===== config.mk =====
export PLATFORM = sky130hd
export DESIGN_NAME = rtc_i2c_slave_port
export DESIGN_NICKNAME = d
export VERILOG_FILES = /design/src/design/pin_sync.v /design/src/design/rtc_i2c_slave_port.v
export VERILOG_INCLUDE_DIRS = /design/src /design/src/design
export SDC_FILE = /design/constraint.sdc
export NUM_CORES = 1
export LEC_CHECK = 0
export BUFFER_PORTS_ARGS = -buffer_cell sky130_fd_sc_hd__buf_2
export CELL_PAD_IN_SITES_DETAIL_PLACEMENT = 1
export CELL_PAD_IN_SITES_GLOBAL_PLACEMENT = 1
export CORE_MARGIN = 5
export CORE_UTILIZATION = 41
export CTS_BUF_LIST = sky130_fd_sc_hd__clkbuf_16
export CTS_CLUSTER_DIAMETER = 200
export DETAILED_ROUTE_END_ITERATION = 10
export PLACE_DENSITY_LB_ADDON = 0.25
export RECOVER_POWER = 50
export REMOVE_ABC_BUFFERS = 1
export SLEW_MARGIN = 0
export SYNTH_ARGS = -nofsm -noshare
export SYNTH_HDL_FRONTEND = slang
export SYNTH_SLANG_ARGS = --single-unit

===== constraint.sdc =====
create_clock -name ref_clk -period 2.62 [get_ports ref_clk]
set_input_delay 0.131 -clock ref_clk [delete_from_list [all_inputs] [get_ports ref_clk]]
set_output_delay 0.131 -clock ref_clk [all_outputs]
set_load 0.05 [all_outputs]

===== src/design/rtc_port_defs.vh =====
// Constants for the real-time clock two-wire slave port.
// Assumes inclusion by bare name from the design files.
`ifndef RTC_PORT_DEFS_VH
`define RTC_PORT_DEFS_VH

`define DEV_ADDR        7'h68
`define DIR_WRITE       1'b0
`define DIR_READ        1'b1
`define PTR_W           6
`define PTR_RESET       6'h00
`define PTR_FIRST       6'h00
`define PTR_LAST        6'h3F
`define PTR_STEP        6'h01
`define SECONDS_ADDR    6'h00
`define SHADOW_LAST     6'h06
`define SHADOW_BYTES    7
`define BYTE_RESET      8'h00
`define BIT_LAST        3'h7
`define BIT_ZERO        3'h0
`define BIT_STEP        3'h1
`define RX_FULL         4'h8
`define RX_ZERO         4'h0
`define RX_STEP         4'h1
`define PH_ADDR         2'h0
`define PH_PTR          2'h1
`define PH_DATA         2'h2
`define PH_READ         2'h3

`endif


===== src/design/pin_sync.v =====
// Two-flop synchroniser with one extra history stage per input bit.
// Assumes inputs are asynchronous to clk; stage one feeds only stage two.
module pin_sync #(
  parameter WIDTH = 2
) (
  // Clock and reset
  input  wire             clk,
  input  wire             rst_b,
  input  wire             clk_en,
  // Pins in
  input  wire [WIDTH-1:0] pin_in,
  // Synchronised level and its previous value
  output wire [WIDTH-1:0] level,
  output wire [WIDTH-1:0] level_prev
);

  reg [WIDTH-1:0] meta_reg;
  reg [WIDTH-1:0] sync_reg;
  reg [WIDTH-1:0] hist_reg;

  genvar i;
  generate
    for (i = 0; i < WIDTH; i = i + 1) begin : g_bit
      // Idle bus lines are high, so reset to one
      always @(posedge clk or negedge rst_b) begin
        if (!rst_b) begin
          meta_reg[i] <= 1'b1;
          sync_reg[i] <= 1'b1;
          hist_reg[i] <= 1'b1;
        end else if (clk_en) begin
          meta_reg[i] <= pin_in[i];
          sync_reg[i] <= meta_reg[i];
          hist_reg[i] <= sync_reg[i];
        end
      end
    end
  endgenerate

  assign level      = sync_reg;
  assign level_prev = hist_reg;

endmodule


===== src/design/rtc_i2c_slave_port.v =====
// Two-wire serial slave port of a real-time clock.
// Assumes an external master drives the serial clock; timekeeping core,
// RAM and control register live outside and are reached by the
// write strobe, the live_time bus and the read address / read data pair.
`include "rtc_port_defs.vh"

module rtc_i2c_slave_port #(
  parameter SHADOW_W = 8 * `SHADOW_BYTES
) (
  // Clock, reset, enable
  input  wire                ref_clk,
  input  wire                rst_b,
  input  wire                clk_en,
  // Serial bus pins
  input  wire                scl_in,
  input  wire                sda_in,
  output wire                sda_out,
  output wire                sda_oe,
  // Live time and date from the counting core
  input  wire [SHADOW_W-1:0] live_time,
  // Register write side
  output wire                wr_stb,
  output wire [`PTR_W-1:0]   wr_addr,
  output wire [7:0]          wr_data,
  output wire                div_rst,
  // Register read side for addresses above the shadows
  output wire [`PTR_W-1:0]   rd_addr,
  input  wire [7:0]          rd_data,
  // Status
  output wire                busy
);

  ////////////////////////////////////////////////////////////////////////
  // States

  localparam [4:0] ST_IDLE = 5'b00001;
  localparam [4:0] ST_RECV = 5'b00010;
  localparam [4:0] ST_SACK = 5'b00100;
  localparam [4:0] ST_SEND = 5'b01000;
  localparam [4:0] ST_MACK = 5'b10000;

  ////////////////////////////////////////////////////////////////////////
  // Pin sampling

  wire [1:0] lvl;
  wire [1:0] lvl_prev;

  // Hundreds of samples per standard-mode bit; SCL halves of a few cycles are still caught
  pin_sync #(
    .WIDTH (2)
  ) u_sync (
    .clk        (ref_clk),
    .rst_b      (rst_b),
    .clk_en     (clk_en),
    .pin_in     ({scl_in, sda_in}),
    .level      (lvl),
    .level_prev (lvl_prev)
  );

  wire scl_now  = lvl[1];
  wire scl_was  = lvl_prev[1];
  wire sda_now  = lvl[0];
  wire sda_was  = lvl_prev[0];

  wire scl_rise = scl_now & ~scl_was;
  wire scl_fall = ~scl_now & scl_was;
  wire start_det = scl_now & scl_was & sda_was & ~sda_now;
  wire stop_det  = scl_now & scl_was & ~sda_was & sda_now;

  ////////////////////////////////////////////////////////////////////////
  // Helpers

  function [`PTR_W-1:0] ptr_inc;
    input [`PTR_W-1:0] p;
    begin
      if (p == `PTR_LAST) begin
        ptr_inc = `PTR_FIRST;
      end else begin
        ptr_inc = p + `PTR_STEP;
      end
    end
  endfunction

  ////////////////////////////////////////////////////////////////////////
  // Registers

  reg [4:0]          state_reg,   state_next;
  reg [1:0]          phase_reg,   phase_next;
  reg [3:0]          rx_cnt_reg,  rx_cnt_next;
  reg [2:0]          tx_cnt_reg,  tx_cnt_next;
  reg [7:0]          shift_reg,   shift_next;
  reg [`PTR_W-1:0]   ptr_reg,     ptr_next;
  reg                oe_reg,      oe_next;
  reg                out_reg;
  reg                wr_stb_reg,  wr_stb_next;
  reg [`PTR_W-1:0]   wr_addr_reg, wr_addr_next;
  reg [7:0]          wr_data_reg, wr_data_next;
  reg                div_rst_reg, div_rst_next;
  reg                busy_reg,    busy_next;
  reg [SHADOW_W-1:0] shadow_reg;

  // Byte to send: shadows for time and date, outside storage otherwise
  wire [7:0] tx_byte = (ptr_reg <= `SHADOW_LAST) ?
                       shadow_reg[ptr_reg[2:0]*8 +: 8] : rd_data;

  ////////////////////////////////////////////////////////////////////////
  // Next-state logic

  always @* begin
    state_next   = state_reg;
    phase_next   = phase_reg;
    rx_cnt_next  = rx_cnt_reg;
    tx_cnt_next  = tx_cnt_reg;
    shift_next   = shift_reg;
    ptr_next     = ptr_reg;
    oe_next      = oe_reg;
    wr_stb_next  = 1'b0;
    wr_addr_next = wr_addr_reg;
    wr_data_next = wr_data_reg;
    div_rst_next = 1'b0;
    busy_next    = busy_reg;
    if (start_det) begin
      // Also serves a repeated START from any state
      state_next  = ST_RECV;
      phase_next  = `PH_ADDR;
      rx_cnt_next = `RX_ZERO;
      oe_next     = 1'b0;
      busy_next   = 1'b1;
    end else if (stop_det) begin
      state_next = ST_IDLE;
      oe_next    = 1'b0;
      busy_next  = 1'b0;
    end else begin
      case (state_reg)
        ST_IDLE: begin
          // Also the silent state after a foreign address
          oe_next = 1'b0;
        end
        ST_RECV: begin
          if (scl_rise && rx_cnt_reg != `RX_FULL) begin
            shift_next  = {shift_reg[6:0], sda_now};
            rx_cnt_next = rx_cnt_reg + `RX_STEP;
          end else if (scl_fall && rx_cnt_reg == `RX_FULL) begin
            rx_cnt_next = `RX_ZERO;
            case (phase_reg)
              `PH_ADDR: begin
                if (shift_reg[7:1] == `DEV_ADDR) begin
                  state_next = ST_SACK;
                  oe_next    = 1'b1;
                  phase_next = (shift_reg[0] == `DIR_READ) ? `PH_READ : `PH_PTR;
                end else begin
                  state_next = ST_IDLE;
                end
              end
              `PH_PTR: begin
                state_next = ST_SACK;
                oe_next    = 1'b1;
                ptr_next   = shift_reg[`PTR_W-1:0];
                phase_next = `PH_DATA;
              end
              default: begin
                // Commit as the acknowledge goes out
                state_next   = ST_SACK;
                oe_next      = 1'b1;
                wr_stb_next  = 1'b1;
                wr_addr_next = ptr_reg;
                wr_data_next = shift_reg;
                div_rst_next = (ptr_reg == `SECONDS_ADDR);
                ptr_next     = ptr_inc(ptr_reg);
              end
            endcase
          end
        end
        ST_SACK: begin
          // Held low through the whole ninth high period
          if (scl_fall) begin
            if (phase_reg == `PH_READ) begin
              state_next  = ST_SEND;
              oe_next     = ~tx_byte[7];
              shift_next  = {tx_byte[6:0], 1'b0};
              tx_cnt_next = `BIT_ZERO;
              ptr_next    = ptr_inc(ptr_reg);
            end else begin
              state_next = ST_RECV;
              oe_next    = 1'b0;
            end
          end
        end
        ST_SEND: begin
          if (scl_fall) begin
            if (tx_cnt_reg == `BIT_LAST) begin
              state_next = ST_MACK;
              oe_next    = 1'b0;
            end else begin
              oe_next     = ~shift_reg[7];
              shift_next  = {shift_reg[6:0], 1'b0};
              tx_cnt_next = tx_cnt_reg + `BIT_STEP;
            end
          end
        end
        ST_MACK: begin
          if (scl_rise) begin
            shift_next[0] = sda_now;
          end else if (scl_fall) begin
            if (shift_reg[0] == 1'b0) begin
              state_next  = ST_SEND;
              oe_next     = ~tx_byte[7];
              shift_next  = {tx_byte[6:0], 1'b0};
              tx_cnt_next = `BIT_ZERO;
              ptr_next    = ptr_inc(ptr_reg);
            end else begin
              // Line left high so the master can STOP
              state_next = ST_IDLE;
              oe_next    = 1'b0;
            end
          end
        end
        default: begin
          state_next = ST_IDLE;
          oe_next    = 1'b0;
        end
      endcase
    end
  end

  ////////////////////////////////////////////////////////////////////////
  // State registers

  always @(posedge ref_clk or negedge rst_b) begin
    if (!rst_b) begin
      state_reg   <= ST_IDLE;
      phase_reg   <= `PH_ADDR;
      rx_cnt_reg  <= `RX_ZERO;
      tx_cnt_reg  <= `BIT_ZERO;
      shift_reg   <= `BYTE_RESET;
      ptr_reg     <= `PTR_RESET;
      oe_reg      <= 1'b0;
      out_reg     <= 1'b0;
      wr_stb_reg  <= 1'b0;
      wr_addr_reg <= `PTR_RESET;
      wr_data_reg <= `BYTE_RESET;
      div_rst_reg <= 1'b0;
      busy_reg    <= 1'b0;
      shadow_reg  <= {SHADOW_W{1'b0}};
    end else if (clk_en) begin
      state_reg   <= state_next;
      phase_reg   <= phase_next;
      rx_cnt_reg  <= rx_cnt_next;
      tx_cnt_reg  <= tx_cnt_next;
      shift_reg   <= shift_next;
      ptr_reg     <= ptr_next;
      oe_reg      <= oe_next;
      out_reg     <= 1'b0;
      wr_stb_reg  <= wr_stb_next;
      wr_addr_reg <= wr_addr_next;
      wr_data_reg <= wr_data_next;
      div_rst_reg <= div_rst_next;
      busy_reg    <= busy_next;
      if (start_det) begin
        // Frozen copy so a multi-byte read sees one instant
        shadow_reg <= live_time;
      end
    end
  end

  ////////////////////////////////////////////////////////////////////////
  // Outputs

  // Open drain: only ever pulls low
  assign sda_out = out_reg;
  assign sda_oe  = oe_reg;
  assign wr_stb  = wr_stb_reg;
  assign wr_addr = wr_addr_reg;
  assign wr_data = wr_data_reg;
  assign div_rst = div_rst_reg;
  // Pointer feeds the outside read port directly
  assign rd_addr = ptr_reg;
  assign busy    = busy_reg;

endmodule


==> results of run 1 <==
metrics by stage:
step           hold slack, ns  area [um2]  setup WS, ns  setup TNS [ns]  instances
3_5_place_dp            0.123        6250        0.0126               0        718
6_report              0.00925        6700        0.0930               0        753
5_1_grt              -0.00517        6700       0.00210               0        753
3_3_place_gp            0.121        6250        0.0694               0        718
2_1_floorplan          -0.165        5380        -0.236           -3.53        428
4_1_cts              0.000349        6680        0.0104               0        749
final cells by class:
class / instances / area, um2 / share of cell area [%]
Clock inverter: 7 / 51.3 / 0.766
Clock buffer: 9 / 225 / 3.36
Timing Repair Buffer: 133 / 817 / 12.2
Multi-Input combinational cell: 305 / 2620 / 39.1
Inverter: 15 / 56.3 / 0.841
Tap cell: 176 / 220 / 3.29
Sequential cell: 108 / 2710 / 40.5
routing by layer:
| layer | global-route usage, % | share of wire [%] | vias to the layer above |
|---|---|---|---|
| li1 | - | - | 1925 |
| met1 | 21.3 | 41 | 2085 |
| met2 | 33.1 | 52 | 88 |
| met3 | 6.31 | 5.7 | 17 |
| met4 | 4.42 | 1.2 | 4 |
| met5 | 0 | 0.15 | - |
how the worst max path moves through the flow:
stage                          from       endpoint  slack, ns  depth (start not counted)
3_3_place_gp   u_sync.level_prev[1]  tx_cnt_reg[0]       0.07                          7
5_1_grt        u_sync.level_prev[1]   shift_reg[3]      0.002                          7
6_report       u_sync.level_prev[1]  tx_cnt_reg[0]       0.09                          7
4_1_cts        u_sync.level_prev[1]   shift_reg[3]       0.01                          7
2_1_floorplan            rd_addr[0]   shift_reg[1]      -0.24                          7
3_5_place_dp   u_sync.level_prev[1]   shift_reg[4]       0.01                          7
cells by family after synthesis:
group | Yosys count | share of synthesized area, %
simple gates | 95 | 9.72
xor+xnor | 4 | 0.636
buf+inv | 44 | 3.41
compound gates | 89 | 11.6
other cells | 1 | 0.0681
fa+ha+maj | 10 | 2.27
flops | 108 | 49.2
mux | 106 | 23.0
power by group through the flow:
stage	clock network (mW)	logic (mW)	registers [mW]
final	1.29	0.943	2.29
after global routing	1.41	1.04	2.35
after CTS	1.33	0.955	2.30
after detailed placement	0	0.930	2.33
after global placement	0	0.881	2.29
after floorplan	0	0.675	2.24
cell usage after synthesis, types with 2 or more instances:
library cell,instances
mux2i_1,12
nand3_1,13
nand2b_1,4
o21a_1,3
clkbuf_1,23
or4b_4,2
a2bb2oi_1,7
nor3_1,5
nor2b_1,4
a22o_1,2
and3_1,5
o21ai_0,22
or2_2,2
nor2_1,18
ha_1,10
a31oi_1,3
o211ai_1,3
nand3b_1,4
o2bb2ai_1,2
a21boi_0,2
buf_2,3
nand2_1,14
o31a_1,2
o31ai_1,2
a221o_1,8
o2111ai_1,2
dfrtp_1,101
nand4b_1,2
nor4_1,3
mux2_2,86
nor3b_1,2
nand4_1,6
and2_1,5
inv_1,15
o22a_1,2
buf_6,2
xor2_1,3
dfstp_2,7
a21oi_1,11
mux4_2,8
a211oi_1,7
timing repair:
action,4_1_cts,5_1_grt
resized for setup,0,1
hold buffers,15,4
hold endpoints to repair,40,4
endpoints found under the setup margin,0,9
setup buffers,0,0
==> results list, run 1 <==
* Result of the run: complete, but fails checks
* Violated checks: capacitance limit, slew limit
- The later pin in the worst-skew pair is clocked with a latency of between 0.3 and 0.4 ns.
* Data required time of the worst path: about 2.9 ns
* Switching Fraction: 28.0%
- After synthesis, the cell types taking the most area are dfrtp_1, mux2_2, dfstp_2, mux4_2, ha_1.
- Counting both buffers and inverters, the worst setup path holds a total of 1.
* DR WL/cell: 19.1 um
* Post-synth EDFFs: 0
* Start-to-end type of the worst setup path: reg2reg
- Proportion of layout cells with a drive suffix above 1: 37.3%
- # DRC: 0
- Setup slack, reg-to-reg: 0.09 ns
* Portion of total power attributed to the clock network: about 28%
- The biggest area contributor in the post-synthesis netlist is dfrtp_1.
- For this block, the via count after detailed routing is 4119.
* FMAX: 396 MHz
- Highest-count cells in the layout ignoring fill and taps: dfrtp_1, mux2_2, buf_2
- Synthesis instantiated 61 different standard cells from the library.
* Standard-cell row count: 42
- The congestion estimate from routability-driven global placement came to roughly 0.8.
- The synthesized netlist occupies a cell area of 5510 um2.
* TritonCTS Sinks: ~110
- The worst hold path terminates at shadow_reg[9].
* Share of power burned in registers: 50.6%
- Using the TritonRoute via totals, the vias-per-cell ratio works out to 5.47.
- The tool flagged a number of max-cap violations equal to 1.
- In the synthesized netlist the dominant register cell turns out to be dfrtp_1.
* Initial standard-cell utilization of the core: 41.7%
* Relative contribution of combinational cells to total power: about a fifth
- The worst hold path passes through 2 cells.
- Worst hold path startpoint: live_time[9]
* Remaining global-route overflow: 0
* Final count of hold timing violations: 0
* Max FFs per register: 56
- Input and output buffers added on the ports amount to between 90 and 100.
- Cells on worst reg2reg path: 7
- Via count of the first global-routing pass: 4591
- Synthesized instance count: between 400 and 500
- In this run the static leakage power is ~3.1 nW.
- Arrival time at the worst endpoint: 2.77 ns
- Measured along the x axis, the die boundary spans 126 um.
- Area share of the largest cell type after synthesis: 45.9%
* CTS root buf: clkbuf_16
* Average size of a mapped cell: 12.0 um2
- The worst setup path is captured at a flip-flop.
- Hold/Removal Path Class: in2reg
* Most common cell after layout, fill and taps aside: dfrtp_1
* Die outline area: 15800 um2
* Cell-by-cell trace of the critical path: inv_1, ha_1, or3b_2, a311oi_2, nand4_1, or2_2, mux2_2
* Wire length of the first global-routing pass: around 24000 um
- Reg-to-reg critical path endpoint: tx_cnt_reg[0]
* Pins over their slew limit: 34
- Fill cells: roughly 1400
- Crit-path max cell delay: 0.55 ns
- In this run the deepest clock path goes through 2 buffers.
- The worst pin sits at a relative slew slack of -33.7%.
- Summing the sequential cell areas from Yosys gives about half of the chip area.
- Setup violations remaining at the end of the flow were counted as 0.
- After detailed routing, the total wire length is about 14000 um.
- Top Ports: 94
- From bottom edge to top edge, the die measures 126 um.
- In the synthesized netlist the async set-or-reset flop fraction comes to 100%.
* Global router's overall resource usage: between 10% and 20%
- Unrepaired setup endpoints after global routing: false
* Number of antenna violations at the first check in global routing: 2
- Reg2Reg Launch Point: u_sync.level_prev[1]
* Antenna cell count: 0
* Inserted Clock Buffers: 9
- Nets: 651
- Once layout is complete, the utilization of the core stands at 50.8%.
- Entering global routing, the biggest net connects 76 pins.
- The first detailed-routing pass took 4 iterations.
* Worst-path maximum fanout: 3
- Summed over all nets, the half-perimeter wirelength after detailed placement is approximately 10000 um.
- Detailed router's first-iteration violation count: 200
- Worst-case clock skew: approximately 0.01 ns
- After layout, the design draws a total of about 4.5 mW.
* Slowest cell on crit path: dfstp_2
- CTS tree: done
- For this design the total switching power over the nets is 1.27 mW.
- Number of warnings reported in the yosys synthesis log: 0
- The core region is 13200 um2.
- For the finished layout, the period the worst path requires is 2.53 ns.
- Clock-pin slew was measured on the worst setup and hold paths at around 0.080 ns.
* Total power density per cell area: 676 nW/um2
* Relative area change from synthesis to final layout: 21.6%
- For the pin with the worst max-slew slack, the measured transition is 2.01 ns.
- On the critical path the largest part of the delay comes from simple AND/OR/NAND/NOR gates.
- The detail route stage leaves a number of antenna-violating nets equal to 0.
- Flip-flop and latch count after synthesis: 108
* Element type at the critical path start: flip-flop
- Total number of H-tree levels: 3
- Worst IR Drop VDD: 0.473 mV
* Total internal power: 3.26 mW
- Of the available clock period, the critical path in the final layout requires 96.4%.
Note: power is estimated with default switching activity, not from simulation.
==> run 2: changes to the inputs <==
--- a/config.mk
+++ b/config.mk
@@ -6,11 +6,12 @@
 export SDC_FILE = /design/constraint.sdc
 export NUM_CORES = 1
 export LEC_CHECK = 0
+export ABC_AREA = 1
 export BUFFER_PORTS_ARGS = -buffer_cell sky130_fd_sc_hd__buf_2
 export CELL_PAD_IN_SITES_DETAIL_PLACEMENT = 1
 export CELL_PAD_IN_SITES_GLOBAL_PLACEMENT = 1
 export CORE_MARGIN = 5
-export CORE_UTILIZATION = 41
+export CORE_UTILIZATION = 38
 export CTS_BUF_LIST = sky130_fd_sc_hd__clkbuf_16
 export CTS_CLUSTER_DIAMETER = 200
 export DETAILED_ROUTE_END_ITERATION = 10
==> results list, run 2 <==
- The flow ran to the end, and the final reports show no timing, DRC or antenna violations.
* Worst-path maximum fanout: 30
- Proportion of layout cells with a drive suffix above 1: approximately 23%
* Worst Max-Slew Pin Slew: 1.15 ns
* DR WL/cell: between 15 and 20 um
- Dominant register cell in the synthesized netlist: dfrtp_1
* Pins over their slew limit: 0
- Across all hold checks on the routed design, the worst slack comes to 0.00685 ns.
* CTS root buf: clkbuf_16
* Detailed router's first-iteration violation count: approximately 200
- Start-to-end type of the worst setup path: reg2reg
- Global router's overall resource usage: 20.0%
* # DRC: 0
* Max_cap viols: 0
- In this run, CTS created clock tree buffers numbering 9.
- Average size of a mapped cell: 8.35 um2
- Cell-by-cell trace of the critical path: ha_1, nand2_1, nand2_1, nand2_1, inv_1, nor2_4, nand4_2, buf_4, nand2_1, o21ai_1, inv_1
- Top cells by area, synth: dfrtp_1, nand2_1, mux2_2, nand3_1, inv_1
* Area share of the largest cell type after synthesis: 43.5%
- On the final layout, the worst clock skew is 0.0107 ns.
- The initial utilization of the core area, before any placement, comes to 38.5%.
- For this design the static power due to leakage is 3.64 nW.
- Worst Hold Path EP: shadow_reg[8]
* Count of hold-fix buffers inserted at cts: 36
* Vertical die dimension: 134 um
* TritonCTS Sinks: 108
- Setup repair after global routing left no endpoint under its margin.
* Worst hold path startpoint: live_time[8]
* CTS tree: done
- Pin placement for this block handled 94 I/O pins.
- Family with the most delay on the worst path: flip-flops
- Wire length of the first global-routing pass: 28700 um
- Global routing finished with a remaining overflow of 0.
* Maximum clock path buffer count: 2
- Entering global routing, the biggest net connects 46 pins.
- CP bufs+invs: 3
- Gates resized during post-CTS repair numbered 0.
* Most common cell after layout, fill and taps aside: nand2_1
* Worst IR Drop VDD: 0.540 mV
- Fraction of synthesis flops using an asynchronous set or reset pin: 100%
- The area growth from synthesis to layout is 22.3%.
- Crit-path max cell delay: roughly 0.58 ns
- Flip-flop and latch count after synthesis: ~110
- Antenna cell count: 0
- Arrival time at the worst endpoint: approximately 2.3 ns
- The number of antenna violations at the first check in global routing was 0.
- The number of hold violations in the final report was 0.
- Setup Fix Bufs, Post-CTS: 0
- Cells on worst reg2reg path: 11
* Data required time of the worst path: 2.87 ns
- dfrtp_1 takes more of the synthesized area than any other cell.
- At the end of routability-driven placement, the weighted congestion stood at 0.875.
- The floorplan has 45 rows.
* Setup crit end kind: flip-flop
* Post-layout minimum cycle time: 2.07 ns
- The netlist uses 36 different library cells.
- Summing all multi-input logic gate instances after layout gives 2760 um2.
- The worst setup path is launched from a flip-flop.
* Fill cells: 1838
- Critical path's most frequent cell: nand2_1
* Die width: 134 um
* Leading post-synthesis cells by instance count: nand2_1, dfrtp_1, nand3_1, inv_1, mux2_2
* Setup slack, reg-to-reg: 0.55 ns
- Slowest cell on crit path: dfstp_1
- The net count of the finished layout is 903.
* Detail Placement HPWL: 12500 um
- Slew HR: a little under a quarter
- Once detail routing completed, the nets flagged for antenna violations numbered 0.
- Share of synthesized area occupied by flip-flops and latches: a little under half
- Final TNS setup: 0 ns
- Depth of the critical timing path with buffers and inverters included: 11
- Setup violations remaining at the end of the flow were counted as 0.
* Vias after detailed routing: between 5000 and 6000
- Port buffering added 92 buffers.
* Hold/Removal Path Class: in2reg
* Number of warnings reported in the yosys synthesis log: 0
* Die outline area: 17900 um2
* Via count of the first global-routing pass: 5611
- Overall power consumption after layout is estimated at about 4.8 mW.
- Cell with the most instances after synthesis: nand2_1
- Power spread over the standard cell area amounts to 671 nW/um2.
* Total number of H-tree levels: 3
- In this run the critical register-to-register path is captured at wr_addr[2].
- Yosys mapped a number of flops with a built-in enable equal to 0.
- Clock insertion delay at the later pin of the skew report: between 0.3 and 0.4 ns
- The library cells used most frequently in the layout, excluding fill and tap cells, are nand2_1, dfrtp_1, nand3_1.
- Max FFs per register: 56
- Summing every instance area after synthesis gives about 5800 um2.
- The worst path uses slightly below 80% of the clock period.
- Summed over all layers, the routed wires come to 17300 um.
- Router iterations before antenna repair: 4
- Derived from the worst setup path, the maximum achievable clock frequency is 484 MHz.
- Total area of sequential cells: approximately 2700 um2
- Along the worst hold path, the cell count comes to 2.
* Clock input transition at the sequential cells of the worst setup and hold paths: around 0.080 ns
* Per-cell via count in the routed design: between 5 and 6
- In this run the critical register-to-register path is launched from u_sync.level[1].
- Synthesis handed over a netlist of approximately 700 instances.
- Core area: 15100 um2
## run 2: area by class of cell
class	instances	area share, %
timing repair buffer	141	12.6
clock inverter	7	0.722
inverter	61	3.22
clock buffer	9	3.17
sequential	108	38.2
multi-input combinational	503	38.8
tap	188	3.31
## run 2: per-layer routing
layer | track usage [%] | vias to the layer above | wire length (um)
li1 | - | 2508 | -
met3 | 4.72 | 20 | 692
met2 | 35.6 | 91 | 8670
met5 | 0 | - | 0
met1 | 24.4 | 2532 | 7650
met4 | 5.26 | 0 | 291
## run 2: worst max-delay path by stage
stage	from	to	slack, ns
6_report	u_sync.level[1]	wr_addr[2]	0.55
5_1_grt	rst_b	rx_cnt_reg[3]	0.29
2_1_floorplan	rd_addr[0]	shift_reg[2]	-0.37
4_1_cts	u_sync.level[1]	wr_addr[2]	0.56
3_5_place_dp	u_sync.level[1]	wr_addr[2]	0.57
3_3_place_gp	u_sync.level[1]	wr_addr[2]	0.61
## run 2: power by group
part / switching (mW) / internal [mW]
combinational: 0.753 / 0.529
clock: 0.653 / 0.651
sequential: 0.198 / 1.98
total: 1.60 / 3.16
## run 2: metrics by stage
step / cells / util [%] / setup WS (ns) / instance area (um2)
after floorplan: 672 / - / -0.370 / 5700
after global placement: 963 / 42.9 / 0.608 / 6480
after detailed placement: 963 / 42.9 / 0.570 / 6480
after CTS: 1015 / 47.1 / 0.564 / 7110
after global routing: 1017 / 47.1 / 0.293 / 7100
final: 1017 / 47.1 / 0.553 / 7100
## run 2: cells by family (layout without fill, tap and decap cells)
logic type | after synthesis | in the layout | share of synthesized area [%]
buffers and inverters | 84 | 218 | 5.82
flip-flops | 108 | 108 | 46.7
AO/OA/AOI/OAI | 54 | 54 | 5.32
XOR/XNOR | 4 | 4 | 0.604
AND/OR/NAND/NOR | 383 | 383 | 29.4
multiplexers | 51 | 51 | 9.89
other | 1 | 1 | 0.0646
adder cells (fa/ha/maj) | 10 | 10 | 2.16
==> run 3: changes to the inputs <==
--- a/config.mk
+++ b/config.mk
@@ -11,7 +11,7 @@
 export CELL_PAD_IN_SITES_DETAIL_PLACEMENT = 1
 export CELL_PAD_IN_SITES_GLOBAL_PLACEMENT = 1
 export CORE_MARGIN = 5
-export CORE_UTILIZATION = 38
+export CORE_UTILIZATION = 42
 export CTS_BUF_LIST = sky130_fd_sc_hd__clkbuf_16
 export CTS_CLUSTER_DIAMETER = 200
 export DETAILED_ROUTE_END_ITERATION = 10
==> constraint.sdc (replaced) <==
create_clock -name ref_clk -period 2 [get_ports ref_clk]
set_input_delay 0.1 -clock ref_clk [delete_from_list [all_inputs] [get_ports ref_clk]]
set_output_delay 0.1 -clock ref_clk [all_outputs]
set_load 0.05 [all_outputs]
==> results list, run 3 (synthesized netlist as in run 2, its figures left out) <==
- The flow ran to the end, and the final reports show no timing, DRC or antenna violations.
- The die is between 100 and 150 um wide.
* Maximum clock path buffer count: 2
- Slowest cell on crit path: dfstp_2
* Nets: 933
- In the layout the commonest cells are nand2_1, dfrtp_1, nand3_1.
* Total number of H-tree levels: 3
* Standard-cell row count: 43
* Start-to-end type of the worst setup path: reg2reg
- Final count of hold timing violations: 0
- In this run the cell area measured after placement is 6570 um2.
- CTS root buf: clkbuf_16
* Max FFs per register: 56
* Top Ports: 94
- Entering global routing, the biggest net connects 80 pins.
* Per-cell via count in the routed design: 5.15
- Slew HR: between 40% and 50%
- Total power density per cell area: 862 nW/um2
- Worst IR Drop VDD: 0.595 mV
* Die outline area: 16300 um2
- STA classifies the critical path startpoint as a flip-flop.
- DR WL/cell: 17.5 um
* Wire length of the first global-routing pass: 30500 um
- Relative area change from synthesis to final layout: 28.3%
* Via count of the first global-routing pass: about 5900
- In this run the worst path has a maximum fanout of 30.
- Data required time of the worst path: between 2 and 2.5 ns
* Remaining global-route overflow: 0
- Worst slack after detailed placement: -0.00739 ns
- Setup slack, reg-to-reg: 0.12 ns
- Setup WS post-layout: ~0.12 ns
* Critical path's most frequent cell: nand2_1
* # DRC: 0
- Across the run, the number of max-cap violations was 0.
* Leakage dissipation: 3.82 nW
* Initial standard-cell utilization of the core: about 42%
- Routed Wire Length: between 15000 and 20000 um
- The floorplan step defined a core boundary enclosing around 14000 um2.
* Unrepaired setup endpoints after global routing: false
- Post-layout minimum cycle time: 1.88 ns
- TritonCTS Sinks: between 100 and 150
- The critical path goes through ha_2, nand2_1, nand2_1, nand2_2, inv_2, buf_12, nor2_4, nand4_2, buf_12, nand2_1, o21ai_1, inv_1.
* Proportion of layout cells with a drive suffix above 1: 24.4%
- Pins over their slew limit: 0
- Global router's overall resource usage: about a quarter
- Post-route cell area: 7450 um2
* Router iterations before antenna repair: 4
* Residual antenna-violating net count after detailed routing: 0
- Total of buffers placed on input and output ports: 92
- The final route contains between 5000 and 6000 vias.
* Worst Max-Slew Pin Slew: 0.768 ns
- The min-delay analysis places its worst path in the category in2reg.
* Clock insertion delay at the later pin of the skew report: 0.36 ns
* Detailed router's first-iteration violation count: 253
- Setup crit end kind: flip-flop
* Antenna cell count: 0
* Crit-path max cell delay: between 0.5 and 0.6 ns
* Worst-case clock skew: 0.0106 ns
- TritonCTS built the clock tree.
- Vertical die dimension: 128 um
- After clock tree synthesis, the clock-pin slew on the worst setup and hold paths is 0.08 ns.
* Placer congestion estimate: 0.849
- The number of clock buffers added by TritonCTS is 9.
* Arrival time at the worst endpoint: about 2.1 ns
- Leaving out fill and tap cells, the most frequent cell in the layout is nand2_1.
* Part of the cycle the worst path needs: a little over nine tenths
- Setup violations remaining at the end of the flow were counted as 0.
- Number of antenna violations at the first check in global routing: 0
* Family with the most delay on the worst path: flip-flops
- FMAX: around 530 MHz
- Detail Placement HPWL: 12600 um
- Together, buffers and inverters on the worst path number 4.
==> run 3: layout make-up <==
cell class	count	area, um2
Fill cell	1652	6270
Multi-Input combinational cell	503	2780
Sequential cell	108	2710
Timing Repair Buffer	171	1220
Inverter	61	229
Clock buffer	9	225
Tap cell	180	225
Clock inverter	7	62.6
==> run 3: stage by stage <==
step	std cells	utilization, %	total power [mW]	hold slack, ns	TNS (ns)
floorplan	672	-	3.95	-0.196	-19.66
global placement	964	47.9	4.45	0.0552	0
detailed placement	964	47.9	4.56	0.0634	-0.00739
CTS	1037	54.2	6.43	0.00627	0
global route	1039	54.3	6.84	0.0225	0
finish	1039	54.3	6.42	0.0169	0
==> run 3: final timing paths <==
path	startpoint	endpoint	depth (start not counted)
min in group asynchronous	rst_b	wr_addr[4]	2
hold reg to reg	busy	busy	2
setup / recovery	u_sync.level[1]	wr_addr[2]	12
setup reg to reg	u_sync.level[1]	wr_addr[2]	12
hold / removal	live_time[32]	shadow_reg[32]	3
max in group asynchronous	rst_b	shadow_reg[29]	3
==> run 3: tightest hold or removal path, delay by kind of cell <==
kind	cells	cell delay, ns
buf+inv	1	0.10
simple gates	1	0.09
compound gates	1	0.05
==> run 3: per-layer routing <==
layer	track usage [%]	vias to the layer above	part of all wire, %
met1	29.4	2636	43
li1	-	2564	-
met2	41.6	119	51
met5	0	-	0
met3	5.39	29	4.6
met4	6.05	0	1.9
==> run 3: power by group <==
| part | switching (mW) | leakage (nW) | internal [mW] |
|---|---|---|---|
| Sequential | 0.273 | 1.40 | 2.60 |
| Combinational | 1.04 | 2.28 | 0.761 |
| Clock | 0.883 | 0.141 | 0.866 |
==> run 3: timing repair <==
action                     4_1_cts  5_1_grt
setup endpoints to repair        1       14
hold buffers                    57        0
pin swaps                        0        1
buffers inserted                 0        2
hold endpoints to repair        81        0
resized for setup                1        8
